==> config.mk <==
export PLATFORM = sky130hd
export DESIGN_NAME = scp_serial_port
export DESIGN_NICKNAME = d
export VERILOG_FILES = /design/src/common/scp_pkg.sv /design/src/hw/scp_pin_sync.sv /design/src/hw/scp_serial_port.sv
export SDC_FILE = /design/constraint.sdc
export NUM_CORES = 1
export LEC_CHECK = 0
export CORE_MARGIN = 2
export CORE_UTILIZATION = 50
export DETAILED_ROUTE_END_ITERATION = 12
export DONT_BUFFER_PORTS = 1
export PLACE_DENSITY = 0.76
export SYNTH_ARGS = -nofsm -noshare
export SYNTH_HDL_FRONTEND = slang
export SYNTH_SLANG_ARGS = --single-unit
==> constraint.sdc <==
create_clock -name clock_in -period 3 [get_ports clock_in]
set_input_delay 0.6 -clock clock_in [delete_from_list [all_inputs] [get_ports clock_in]]
set_output_delay 0.6 -clock clock_in [all_outputs]
set_load 0.03 [all_outputs]
==> src/common/scp_pkg.sv <==
// Purpose: shared constants for the serial control port
// Assumes: 100 MHz system clock, one data byte per instruction
// Notes: register map is 16 bytes of flip-flops
package scp_pkg;

  // register file shape
  localparam int REG_COUNT = 16;
  localparam int ADDR_W = 4;
  localparam int DATA_W = 8;

  // register addresses
  localparam logic [ADDR_W-1:0] ADDR_PORT_CFG = 4'h0;
  localparam logic [ADDR_W-1:0] ADDR_OUT_LINE_CTRL = 4'hF;

  // port configuration and output line control register fields
  localparam int CFG_SDIO_BIDIR_BIT = 7;
  localparam int CFG_SOFT_RESET_BIT = 5;
  localparam int OUT_LINE_CLK_SEL_BIT = 0;

  // values after reset
  localparam logic [DATA_W-1:0] REG_DEFAULT = 8'h00;
  localparam logic [DATA_W-1:0] SOFT_RESET_MASK = 8'hDF;

  // instruction byte layout
  localparam int INSTR_READ_BIT = 7;
  localparam int INSTR_ADDR_HI = 4;
  localparam logic [2:0] LAST_BIT = 3'h7;
  localparam logic [2:0] FIRST_BIT = 3'h0;

  // serial port phases
  typedef enum logic {
    SCP_INSTR,
    SCP_DATA
  } scp_phase_e;

endpackage : scp_pkg

==> src/hw/scp_pin_sync.sv <==
// Purpose: three-stage pin synchroniser with agreement filter and edge pulses
// Assumes: pin is asynchronous to clock_in
// Notes: a change counts once stages two and three agree
module scp_pin_sync #(
  parameter logic RESET_LEVEL = 1'b0
) (
  input wire logic clock_in,
  input wire logic rst_b_in,
  input wire logic pin_in,
  output logic level_out,
  output logic rise_out,
  output logic fall_out
);

  logic stage1;
  logic stage2;
  logic stage3;

  // chain; stage1 feeds stage2 only, guarding against metastability
  always_ff @(posedge clock_in or negedge rst_b_in) begin
    if (!rst_b_in) begin
      stage1 <= RESET_LEVEL;
      stage2 <= RESET_LEVEL;
      stage3 <= RESET_LEVEL;
    end else begin
      stage1 <= pin_in;
      stage2 <= stage1;
      stage3 <= stage2;
    end
  end

  // filtered level and one-cycle edge pulses
  always_ff @(posedge clock_in or negedge rst_b_in) begin
    if (!rst_b_in) begin
      level_out <= RESET_LEVEL;
      rise_out <= 1'b0;
      fall_out <= 1'b0;
    end else begin
      rise_out <= 1'b0;
      fall_out <= 1'b0;
      if (stage2 == stage3 && stage3 != level_out) begin
        level_out <= stage3;
        rise_out <= stage3;
        fall_out <= !stage3;
      end
    end
  end

endmodule : scp_pin_sync

==> src/hw/scp_serial_port.sv <==
// Purpose: serial control port of the device, configuration registers behind pins
// Assumes: serial clock well below clock_in, sampled as a plain input
// Notes: one instruction byte then one data byte per frame
module scp_serial_port (
  input wire logic clock_in,
  input wire logic rst_b_in,
  input wire logic serial_clk_in,
  input wire logic serial_select_n_in,
  input wire logic serial_dio_in,
  input wire logic hw_reset_in,
  input wire logic data_rate_clk_in,
  output logic serial_dio_out,
  output logic serial_dio_oe_out,
  output logic serial_data_out,
  output logic serial_data_oe_out,
  output logic [scp_pkg::REG_COUNT*scp_pkg::DATA_W-1:0] config_regs_out
);
  import scp_pkg::*;

  logic sclk_level;
  logic sclk_rise;
  logic sclk_fall;
  logic select_n;
  logic dio_level;
  logic hw_reset;
  logic rate_clk;
  scp_phase_e phase;
  logic [2:0] bit_cnt;
  logic [DATA_W-1:0] shift_in;
  logic [DATA_W-1:0] instr;
  logic [DATA_W-1:0] out_shift;
  logic [DATA_W-1:0] regs [REG_COUNT];
  logic [DATA_W-1:0] wr_data;
  logic [DATA_W-1:0] rd_value;
  logic [ADDR_W-1:0] addr;
  logic addr_ok;
  logic active;
  logic io_mode;
  logic clk_sel;
  logic wr_fire;
  logic rd_phase;
  logic rd_drive;

  // all pins pass the three-stage synchroniser
  scp_pin_sync #(.RESET_LEVEL(1'b0)) u_sync_sclk (
    .clock_in(clock_in),
    .rst_b_in(rst_b_in),
    .pin_in(serial_clk_in),
    .level_out(sclk_level),
    .rise_out(sclk_rise),
    .fall_out(sclk_fall)
  );

  scp_pin_sync #(.RESET_LEVEL(1'b1)) u_sync_select (
    .clock_in(clock_in),
    .rst_b_in(rst_b_in),
    .pin_in(serial_select_n_in),
    .level_out(select_n),
    .rise_out(),
    .fall_out()
  );

  scp_pin_sync #(.RESET_LEVEL(1'b0)) u_sync_dio (
    .clock_in(clock_in),
    .rst_b_in(rst_b_in),
    .pin_in(serial_dio_in),
    .level_out(dio_level),
    .rise_out(),
    .fall_out()
  );

  scp_pin_sync #(.RESET_LEVEL(1'b0)) u_sync_hw_reset (
    .clock_in(clock_in),
    .rst_b_in(rst_b_in),
    .pin_in(hw_reset_in),
    .level_out(hw_reset),
    .rise_out(),
    .fall_out()
  );

  scp_pin_sync #(.RESET_LEVEL(1'b0)) u_sync_rate_clk (
    .clock_in(clock_in),
    .rst_b_in(rst_b_in),
    .pin_in(data_rate_clk_in),
    .level_out(rate_clk),
    .rise_out(),
    .fall_out()
  );

  // decoded views of the current frame
  assign active = !select_n && !hw_reset;
  assign io_mode = regs[ADDR_PORT_CFG][CFG_SDIO_BIDIR_BIT];
  assign clk_sel = regs[ADDR_OUT_LINE_CTRL][OUT_LINE_CLK_SEL_BIT];
  assign addr = instr[ADDR_W-1:0];
  assign addr_ok = !instr[INSTR_ADDR_HI];
  assign rd_phase = phase == SCP_DATA && instr[INSTR_READ_BIT];
  assign wr_data = {shift_in[DATA_W-2:0], dio_level};
  assign rd_value = addr_ok ? regs[addr] : REG_DEFAULT;
  assign wr_fire = active && sclk_rise && phase == SCP_DATA && bit_cnt == LAST_BIT &&
                   !instr[INSTR_READ_BIT];

  // frame sequencing; select high drops back to instruction phase
  always_ff @(posedge clock_in or negedge rst_b_in) begin
    if (!rst_b_in) begin
      phase <= SCP_INSTR;
      bit_cnt <= FIRST_BIT;
      shift_in <= REG_DEFAULT;
      instr <= REG_DEFAULT;
    end else if (!active) begin
      phase <= SCP_INSTR;
      bit_cnt <= FIRST_BIT;
    end else if (sclk_rise) begin
      shift_in <= wr_data;
      bit_cnt <= bit_cnt + 3'h1;
      if (bit_cnt == LAST_BIT) begin
        if (phase == SCP_INSTR) begin
          instr <= wr_data;
          phase <= SCP_DATA;
        end else begin
          phase <= SCP_INSTR; // next byte is a fresh instruction
        end
      end
    end
  end

  // register file; soft reset spares the port config register
  always_ff @(posedge clock_in or negedge rst_b_in) begin
    if (!rst_b_in) begin
      for (int i = 0; i < REG_COUNT; i++) begin
        regs[i] <= REG_DEFAULT;
      end
    end else if (hw_reset) begin
      for (int i = 0; i < REG_COUNT; i++) begin
        regs[i] <= REG_DEFAULT;
      end
    end else if (wr_fire && addr_ok) begin
      if (addr == ADDR_PORT_CFG) begin
        // the reset bit is a trigger, it never stays set
        regs[ADDR_PORT_CFG] <= wr_data & SOFT_RESET_MASK;
        if (wr_data[CFG_SOFT_RESET_BIT]) begin
          for (int i = 1; i < REG_COUNT; i++) begin
            regs[i] <= REG_DEFAULT;
          end
        end
      end else begin
        regs[addr] <= wr_data;
      end
    end
  end

  // read shifter; loads on the fall after the instruction byte
  always_ff @(posedge clock_in or negedge rst_b_in) begin
    if (!rst_b_in) begin
      out_shift <= REG_DEFAULT;
    end else if (!active) begin
      out_shift <= REG_DEFAULT;
    end else if (sclk_fall && rd_phase) begin
      if (bit_cnt == FIRST_BIT) begin
        out_shift <= rd_value;
      end else begin
        out_shift <= {out_shift[DATA_W-2:0], 1'b0};
      end
    end
  end

  // separate output line: high-Z in bidirectional mode, else data or clock
  always_ff @(posedge clock_in or negedge rst_b_in) begin
    if (!rst_b_in) begin
      serial_data_out <= 1'b0;
      serial_data_oe_out <= 1'b0;
    end else begin
      serial_data_oe_out <= !io_mode;
      if (clk_sel) begin
        serial_data_out <= rate_clk;
      end else begin
        serial_data_out <= out_shift[DATA_W-1];
      end
    end
  end

  // turnaround waits for the first fall, by then the host has let go of the line
  always_ff @(posedge clock_in or negedge rst_b_in) begin
    if (!rst_b_in) begin
      rd_drive <= 1'b0;
    end else if (!active || !rd_phase) begin
      rd_drive <= 1'b0;
    end else if (sclk_fall) begin
      rd_drive <= 1'b1;
    end
  end

  // bidirectional line drives only during a read data byte
  assign serial_dio_out = out_shift[DATA_W-1];
  assign serial_dio_oe_out = io_mode && active && rd_phase && rd_drive;

  // flat register view for the rest of the device
  for (genvar g = 0; g < REG_COUNT; g++) begin : g_flat
    assign config_regs_out[g*DATA_W +: DATA_W] = regs[g];
  end

  // checks kept next to the logic
  AST_OUT_LINE_HIGHZ_IO: assert property (
    @(posedge clock_in) disable iff (!rst_b_in)
    io_mode && $past(io_mode) |-> !serial_data_oe_out)
    else $error("output line driven in bidirectional mode");

  AST_OUT_LINE_READ_DATA: assert property (
    @(posedge clock_in) disable iff (!rst_b_in)
    !io_mode && !clk_sel
    |=> serial_data_oe_out && serial_data_out == $past(out_shift[DATA_W-1]))
    else $error("read data missing on output line");

  AST_OUT_LINE_RATE_CLK: assert property (
    @(posedge clock_in) disable iff (!rst_b_in)
    clk_sel |=> serial_data_out == $past(rate_clk))
    else $error("output line not carrying rate clock");

  AST_DIO_DIRECTION: assert property (
    @(posedge clock_in) disable iff (!rst_b_in)
    serial_dio_oe_out |-> io_mode && rd_phase)
    else $error("data line driven while input only");

  AST_SAMPLE_ON_RISE: assert property (
    @(posedge clock_in) disable iff (!rst_b_in)
    active && sclk_rise |=> shift_in[0] == $past(dio_level))
    else $error("data not sampled on serial clock rise");

  AST_OUT_ON_FALL: assert property (
    @(posedge clock_in) disable iff (!rst_b_in)
    active && $changed(out_shift) |-> $past(sclk_fall))
    else $error("read data changed off a falling edge");

  AST_SELECT_RESETS: assert property (
    @(posedge clock_in) disable iff (!rst_b_in)
    select_n |=> phase == SCP_INSTR && bit_cnt == FIRST_BIT)
    else $error("select high did not reset port");

  AST_HW_RESET_ALL: assert property (
    @(posedge clock_in) disable iff (!rst_b_in)
    hw_reset
    |=> regs[ADDR_PORT_CFG] == REG_DEFAULT && regs[ADDR_OUT_LINE_CTRL] == REG_DEFAULT)
    else $error("reset pin left registers set");

  AST_SOFT_RESET: assert property (
    @(posedge clock_in) disable iff (!rst_b_in)
    wr_fire && addr_ok && addr == ADDR_PORT_CFG && wr_data[CFG_SOFT_RESET_BIT]
    |=> regs[ADDR_OUT_LINE_CTRL] == REG_DEFAULT && !regs[ADDR_PORT_CFG][CFG_SOFT_RESET_BIT])
    else $error("software reset did not clear registers");

  AST_SOFT_KEEPS_CFG: assert property (
    @(posedge clock_in) disable iff (!rst_b_in)
    wr_fire && addr_ok && addr == ADDR_PORT_CFG && wr_data[CFG_SOFT_RESET_BIT]
    |=> regs[ADDR_PORT_CFG][CFG_SDIO_BIDIR_BIT] == $past(wr_data[CFG_SDIO_BIDIR_BIT]))
    else $error("software reset altered config register");

  AST_INSTR_FIRST: assert property (
    @(posedge clock_in) disable iff (!rst_b_in)
    active && sclk_rise && phase == SCP_INSTR && bit_cnt == LAST_BIT
    |=> phase == SCP_DATA && instr == $past(wr_data))
    else $error("first byte not taken as instruction");

  AST_WRITE_LANDS: assert property (
    @(posedge clock_in) disable iff (!rst_b_in)
    wr_fire && addr_ok && addr != ADDR_PORT_CFG |=> regs[$past(addr)] == $past(wr_data))
    else $error("data byte not written to addressed register");

  AST_READ_NO_WRITE: assert property (
    @(posedge clock_in) disable iff (!rst_b_in)
    phase == SCP_DATA && instr[INSTR_READ_BIT] && !hw_reset |=> $stable(config_regs_out))
    else $error("read instruction altered a register");

  AST_READ_LOAD: assert property (
    @(posedge clock_in) disable iff (!rst_b_in)
    active && sclk_fall && rd_phase && bit_cnt == FIRST_BIT |=> out_shift == $past(rd_value))
    else $error("read shifter not loaded at first fall");

  AST_READ_SHIFT: assert property (
    @(posedge clock_in) disable iff (!rst_b_in)
    active && sclk_fall && rd_phase && bit_cnt != FIRST_BIT
    |=> out_shift == {$past(out_shift[DATA_W-2:0]), 1'b0})
    else $error("read shifter did not advance on fall");

  AST_DIO_TURNAROUND: assert property (
    @(posedge clock_in) disable iff (!rst_b_in)
    $rose(serial_dio_oe_out) |-> $past(sclk_fall))
    else $error("data line turned round off a falling edge");

  AST_SELECT_NO_WRITE: assert property (
    @(posedge clock_in) disable iff (!rst_b_in)
    select_n && !hw_reset |=> $stable(config_regs_out))
    else $error("register written while deselected");

  AST_SOFT_BIT_CLEAR: assert property (
    @(posedge clock_in) disable iff (!rst_b_in)
    !regs[ADDR_PORT_CFG][CFG_SOFT_RESET_BIT])
    else $error("software reset bit stayed set");

  AST_HW_RESET_IDLE: assert property (
    @(posedge clock_in) disable iff (!rst_b_in)
    hw_reset |=> phase == SCP_INSTR && bit_cnt == FIRST_BIT && !serial_dio_oe_out)
    else $error("port active during reset pin");

endmodule : scp_serial_port

# Word level (Yosys, flattened, before mapping)
# Cells that the tools add are included.
# W data, S select, Z words.
[word_totals] regBits=180 in_bits=7
[classes] n_addsub=1 n_lt_le_gt_ge=2 eq_ne=15 n_mux=25 bitwise_logic=2 n_reduce_logical=34
[ops] operator="$mux W128" n=3
[ops] operator="$bwmux W128" n=1
[ops] operator="$mux W120" n=1
[ops] operator="$mux W8" n=7
[ops] operator="$bmux W8 S4" n=1
[ops] operator="$demux W8 S4" n=1
[ops] operator="$logic_and A1 B1 Y1" n=17
[ops] operator="$mux W1" n=9
[ops] operator="$logic_not A1 Y1" n=8
[ops] operator="$mux W3" n=2
[ops] operator="$ne A2 B1 Y1 const B" n=3
[ops] operator="$reduce_and A2 Y1" n=3
[ops] operator="$eq A1 B1 Y1" n=5
[ops] operator="$ge A5 B5 Y1 const B" n=1
[ops] operator="$lt A5 B1 Y1 const B" n=1
[ops] operator="$ne A1 B1 Y1" n=5
[ops] operator="$not A4 Y5" n=1
[ops] operator="$logic_not A4 Y1" n=1
[ops] operator="$reduce_and A4 Y1" n=1
[ops] operator="$reduce_bool A2 Y1" n=2
[ops] operator="$add A3 B1 Y3 const B" n=1
[ops] operator="$eq A3 B3 Y1 const B" n=1
[ops] operator="$logic_not A3 Y1" n=1
[ops] operator="$ne A3 B2 Y1 const B" n=1
[ops] operator="other kinds (2)" n=2

# Depth between registers and ports, before layout
[depth] depth_word=9 mapped_depth=9 mapped_depth_nobuf=6

# Modules after synthesis
# Synthesis repeated with hierarchy kept, for this count alone.
[unflattened] cells_unflattened=614 area_unflattened_um2=8239.2
[by_module_without_submodules] module="scp_serial_port" n_inst=1 cells_each=569 area_each_um2=7339.5
[by_module_without_submodules] module="scp_pin_sync at u_sync_dio ..." n_inst=4 cells_each=9 area_each_um2=178.9
[by_module_without_submodules] module="scp_pin_sync at u_sync_select" n_inst=1 cells_each=9 area_each_um2=183.9

# Least setup slack after synthesis
# Ideal clock, no wire load.
[synth_timing] path_type="reg2reg" from="register bit_cnt[0]" to="register regs, in the netlist config_regs_out[77]" setup_ns=0.125 t_arrival_ns=2.015 slack_ns=0.861 path_stages_with_launch=8 path_buffers=1 cell_sequence="dfrtp_1 > ha_1 > ha_1 > nand4bb_1 > clkbuf_1 > nor3_1 > a31oi_2 > mux2_2"
[synth_via] elab_chain_cells=6
[synth_rtl] element="from (decl)" line_no="scp_serial_port.sv:28" text="logic [2:0] bit_cnt;"
[synth_rtl] element="from (signal assigned)" line_no="scp_serial_port.sv:114" text="bit_cnt <= bit_cnt + 3'h1;"
[synth_rtl] element="$eq A3 B3 Y1" line_no="scp_serial_port.sv:99" text="assign wr_fire = active && sclk_rise && phase == SCP_DATA && bit_cnt == LAST_BIT &&"
[synth_rtl] element="$logic_and A1 B1 Y1 (2 in a row)" line_no="scp_serial_port.sv:99"
[synth_rtl] element="$logic_and A1 B1 Y1" line_no="scp_serial_port.sv:136" text="end else if (wr_fire && addr_ok) begin"
[synth_rtl] element="$reduce_bool A2 Y1 (no source line)"
[synth_rtl] element="$reduce_and A2 Y1 (no source line)"
[synth_rtl] element="to (signal, indexed assignment)" line_no="scp_serial_port.sv:139" text="regs[ADDR_PORT_CFG] <= wr_data & SOFT_RESET_MASK;"
[synth_rtl] element="to (signal, indexed assignment)" line_no="scp_serial_port.sv:146" text="regs[addr] <= wr_data;"
[synth_rtl] element="to (decl)" line_no="scp_serial_port.sv:32" text="logic [DATA_W-1:0] regs [REG_COUNT];"
# Every way passes these cells.
# A chain may end at the register's enable or synchronous reset.

# Worst setup path after layout
[layout_timing] from="register bit_cnt[0]" to="register regs, in the netlist config_regs_out[13]"
# The elaborated chain is that of the path after synthesis.

==> reports/metrics.csv <==
metric;value;unit
routed wire length per instance;27.2;um
maxcap violations;0;
max incr delay on CP;0.63;ns
postcts setup bufs;0;
Slew Limit Fails;0;
HP Class;input port to asynchronous set/reset pin;
Synth Flop Type;dfrtp_1;
Worst slew margin;0.271;
Clock Latency Late Sink;0.44;ns
post-CTS resize count;0;
vias in the first global route;6689;
WS Path Type;flop to flop;
EDFF count, synth;0;
Ys Warns;0;
endpoint class of the critical path;flop;
Mapped Nets;737;
part of the Yosys area used for sequential elements;0.526;
GP Congestion;0.904;
CP arrival;2.78;ns
fraction of layout cells with a size suffix above 1;0.183;
RR Startpoint;bit_cnt[0];
Total GRT Usage;0.289;
Die ar.;18000;um2
pwr dens;524;nW/um2
Cell Area, Synth;8470;um2
CP most frequent cell;ha_1;
post-synth cell types;60;
dpl cell area;8670;um2
Antenna Nets Post-Route;0;
CTS root buf;clkbuf_16;
Die Ht;134;um
RSZ-0062 raised after global routing;false;
Worst Setup Start Kind;flop;
dpl hpwl;17.3;mm
TritonCTS Buffers;17;
ys async rst share;1.00;
R2R Path End;config_regs_out[13];
Core Footprint;16600;um2
initial drt markers;893;
Layout Cells excl Fill;934;
Initial Util;0.511;
fmax;397;MHz
Yosys reg bits;178;
hold slack;-0.131;ns
cells on worst reg2reg path;7;
failing checks;negative hold slack;
Avg Inst Size Synth;11.7;um2
Lkg Pwr;3.70;nW
worst-path cell chain;ha_1 -> ha_1 -> nor4bb_1 -> buf_4 -> nand2_1 -> nor2_1 -> a221oi_1;
crit-path max FO;14;
largest net degree at the start of global routing;179;
final core occ;0.557;
WL final;25.5;mm
setup TNS;0;ns
# IOs;139;
first-pass GRT wire length;39.4;mm
status;finished with violations;
actual slew at the worst max-slew pin;1.09;ns
vias;6567;
dpl cells;902;
H-tree levels;4;
number of port buffers;0;
ANT cells;0;
internal reg-to-reg setup slack;0.48;ns
Period minus WS final;2.52;ns
die span in x;134;um
post-route clock period utilization;0.839;
TritonCTS clock tree;built;
TritonCTS Sinks;178;
clk buf depth;2;
Finished Cell Area;9230;um2
Final Hold Viols;174;
Post-layout nets;711;
initial antenna violation count;0;
maximum vdd drop;0.418;mV
Area growth, synth to finish;8.97;%
Critical Path RT;3.26;ns
Mapped Cells;727;
Clock transition at path regs;0.07;ns
DR DRC count;0;
std cell rows;47;
Clock Skews;0.0131;ns
slowest stage cell, crit path;nor2_1;
Vias per Instance;7.03;
final setup vio count;0;
total gr overflow;0;
Detailed Routing Iterations Pass 1;5;
synthesized netlist by cell type (all sizes together), types with 4 or more instances:
library cell,n,area (um2)
o21ai,40,200
a221oi,10,87.6
nor2b,7,58.8
nand2b,13,81.3
dfrtp,174,4350
nor3,9,50.1
nor4bb,6,60.1
a21oi,58,290
nor2,39,154
maj3,5,50.1
o211ai,9,67.6
o21ba,9,90.1
inv,8,30.0
a22oi,8,60.1
clkbuf,37,141
mux2,8,90.1
a32oi,9,78.8
nand2,47,179
and4b,4,40.0
a222oi,7,70.1
a32o,45,450
dfstp,4,105
mux4,32,721
buf,36,176
nand3,40,200
a22o,8,70.1
mux2i,15,150
worst max path at each step:
stage | slack (ns) | from | depth (start not counted) | end
floorplan | 0.86 | bit_cnt[0] | 7 | config_regs_out[77]
global placement | 0.63 | bit_cnt[0] | 7 | config_regs_out[13]
detailed placement | 0.50 | bit_cnt[0] | 7 | config_regs_out[13]
CTS | 0.51 | bit_cnt[0] | 6 | config_regs_out[78]
global route | 0.19 | bit_cnt[0] | 7 | config_regs_out[117]
finish | 0.48 | bit_cnt[0] | 7 | config_regs_out[13]
per-stage QoR:
stage,setup WS [ns],power [mW],hold slack (ns)
final,0.482,4.84,-0.131
after CTS,0.514,4.86,-0.144
after floorplan,0.861,2.68,0.304
after global routing,0.188,4.99,-0.157
after detailed placement,0.504,2.76,0.313
after global placement,0.629,2.75,0.314
power breakdown:
group          switching [mW]  total [mW]  internal [mW]
Combinational          0.0952       0.153         0.0575
Sequential              0.145        2.58           2.43
Clock                   0.939        2.11           1.17
metal layers:
metal	up-vias	part of all wire	track usage
met2	431	0.49	0.448
met4	0	0.022	0.108
met1	3350	0.35	0.361
li1	2731	-	-
met3	55	0.14	0.129
met5	-	0	0
cells by family (layout without fill, tap and decap cells):
| kind of cell | count (synthesis) | count (layout) | synth area share |
|---|---|---|---|
| xor gates and xnor gates | 2 | 2 | 0.00207 |
| and+or+nand+nor | 189 | 189 | 0.122 |
| AOI/OAI and AO/OA | 214 | 214 | 0.184 |
| muxes | 55 | 55 | 0.113 |
| adders and majority gates | 8 | 8 | 0.0103 |
| buffers and inverters | 81 | 68 | 0.0411 |
| DFF | 178 | 178 | 0.526 |
placed cells by master, fill, tap and decap left out, types with 6 or more instances in the layout:
master     synthesis  routed
dfrtp_1          174     171
a21oi_1           58      58
nand2_1           46      46
a32o_1            45      45
o21ai_0           40      40
nand3_1           40      40
nor2_1            38      38
mux4_2            32      32
buf_4              2      27
clkbuf_16          0      17
mux2i_1           15      15
nand2b_1          13      13
a221oi_1          10      10
o211ai_1           9       9
o21ba_2            9       9
a32oi_1            9       9
inv_1              8       8
mux2_2             8       8
nor3_1             8       8
a22o_1             8       8
a22oi_1            8       8
a222oi_1           7       7
nor4bb_1           6       6
flip-flops by register name, summed over array words and instances, names as in the netlist, 3 cells and up:
register	flops
bit_cnt	3
config_regs_out	128
instr	6
out_shift	8
shift_in	7
critical path: cells and delay by family, from the launching register on:
family | cells | cell delay (ns)
AOI/OAI and AO/OA | 1 | 0.21
adders and majority gates | 2 | 0.35
buffers and inverters | 1 | 0.20
DFF | 1 | 0.40
and+or+nand+nor | 3 | 1.19
area by class of cell:
type	instances	area, um2
clock inverters	12	110
inverters	8	30.0
repair buffers	28	223
well taps	220	275
flip-flops and latches	178	4460
multi-input cells	468	3680
clock buffers	20	447
fillers	1385	7350
(Power assumes the default switching activity.)
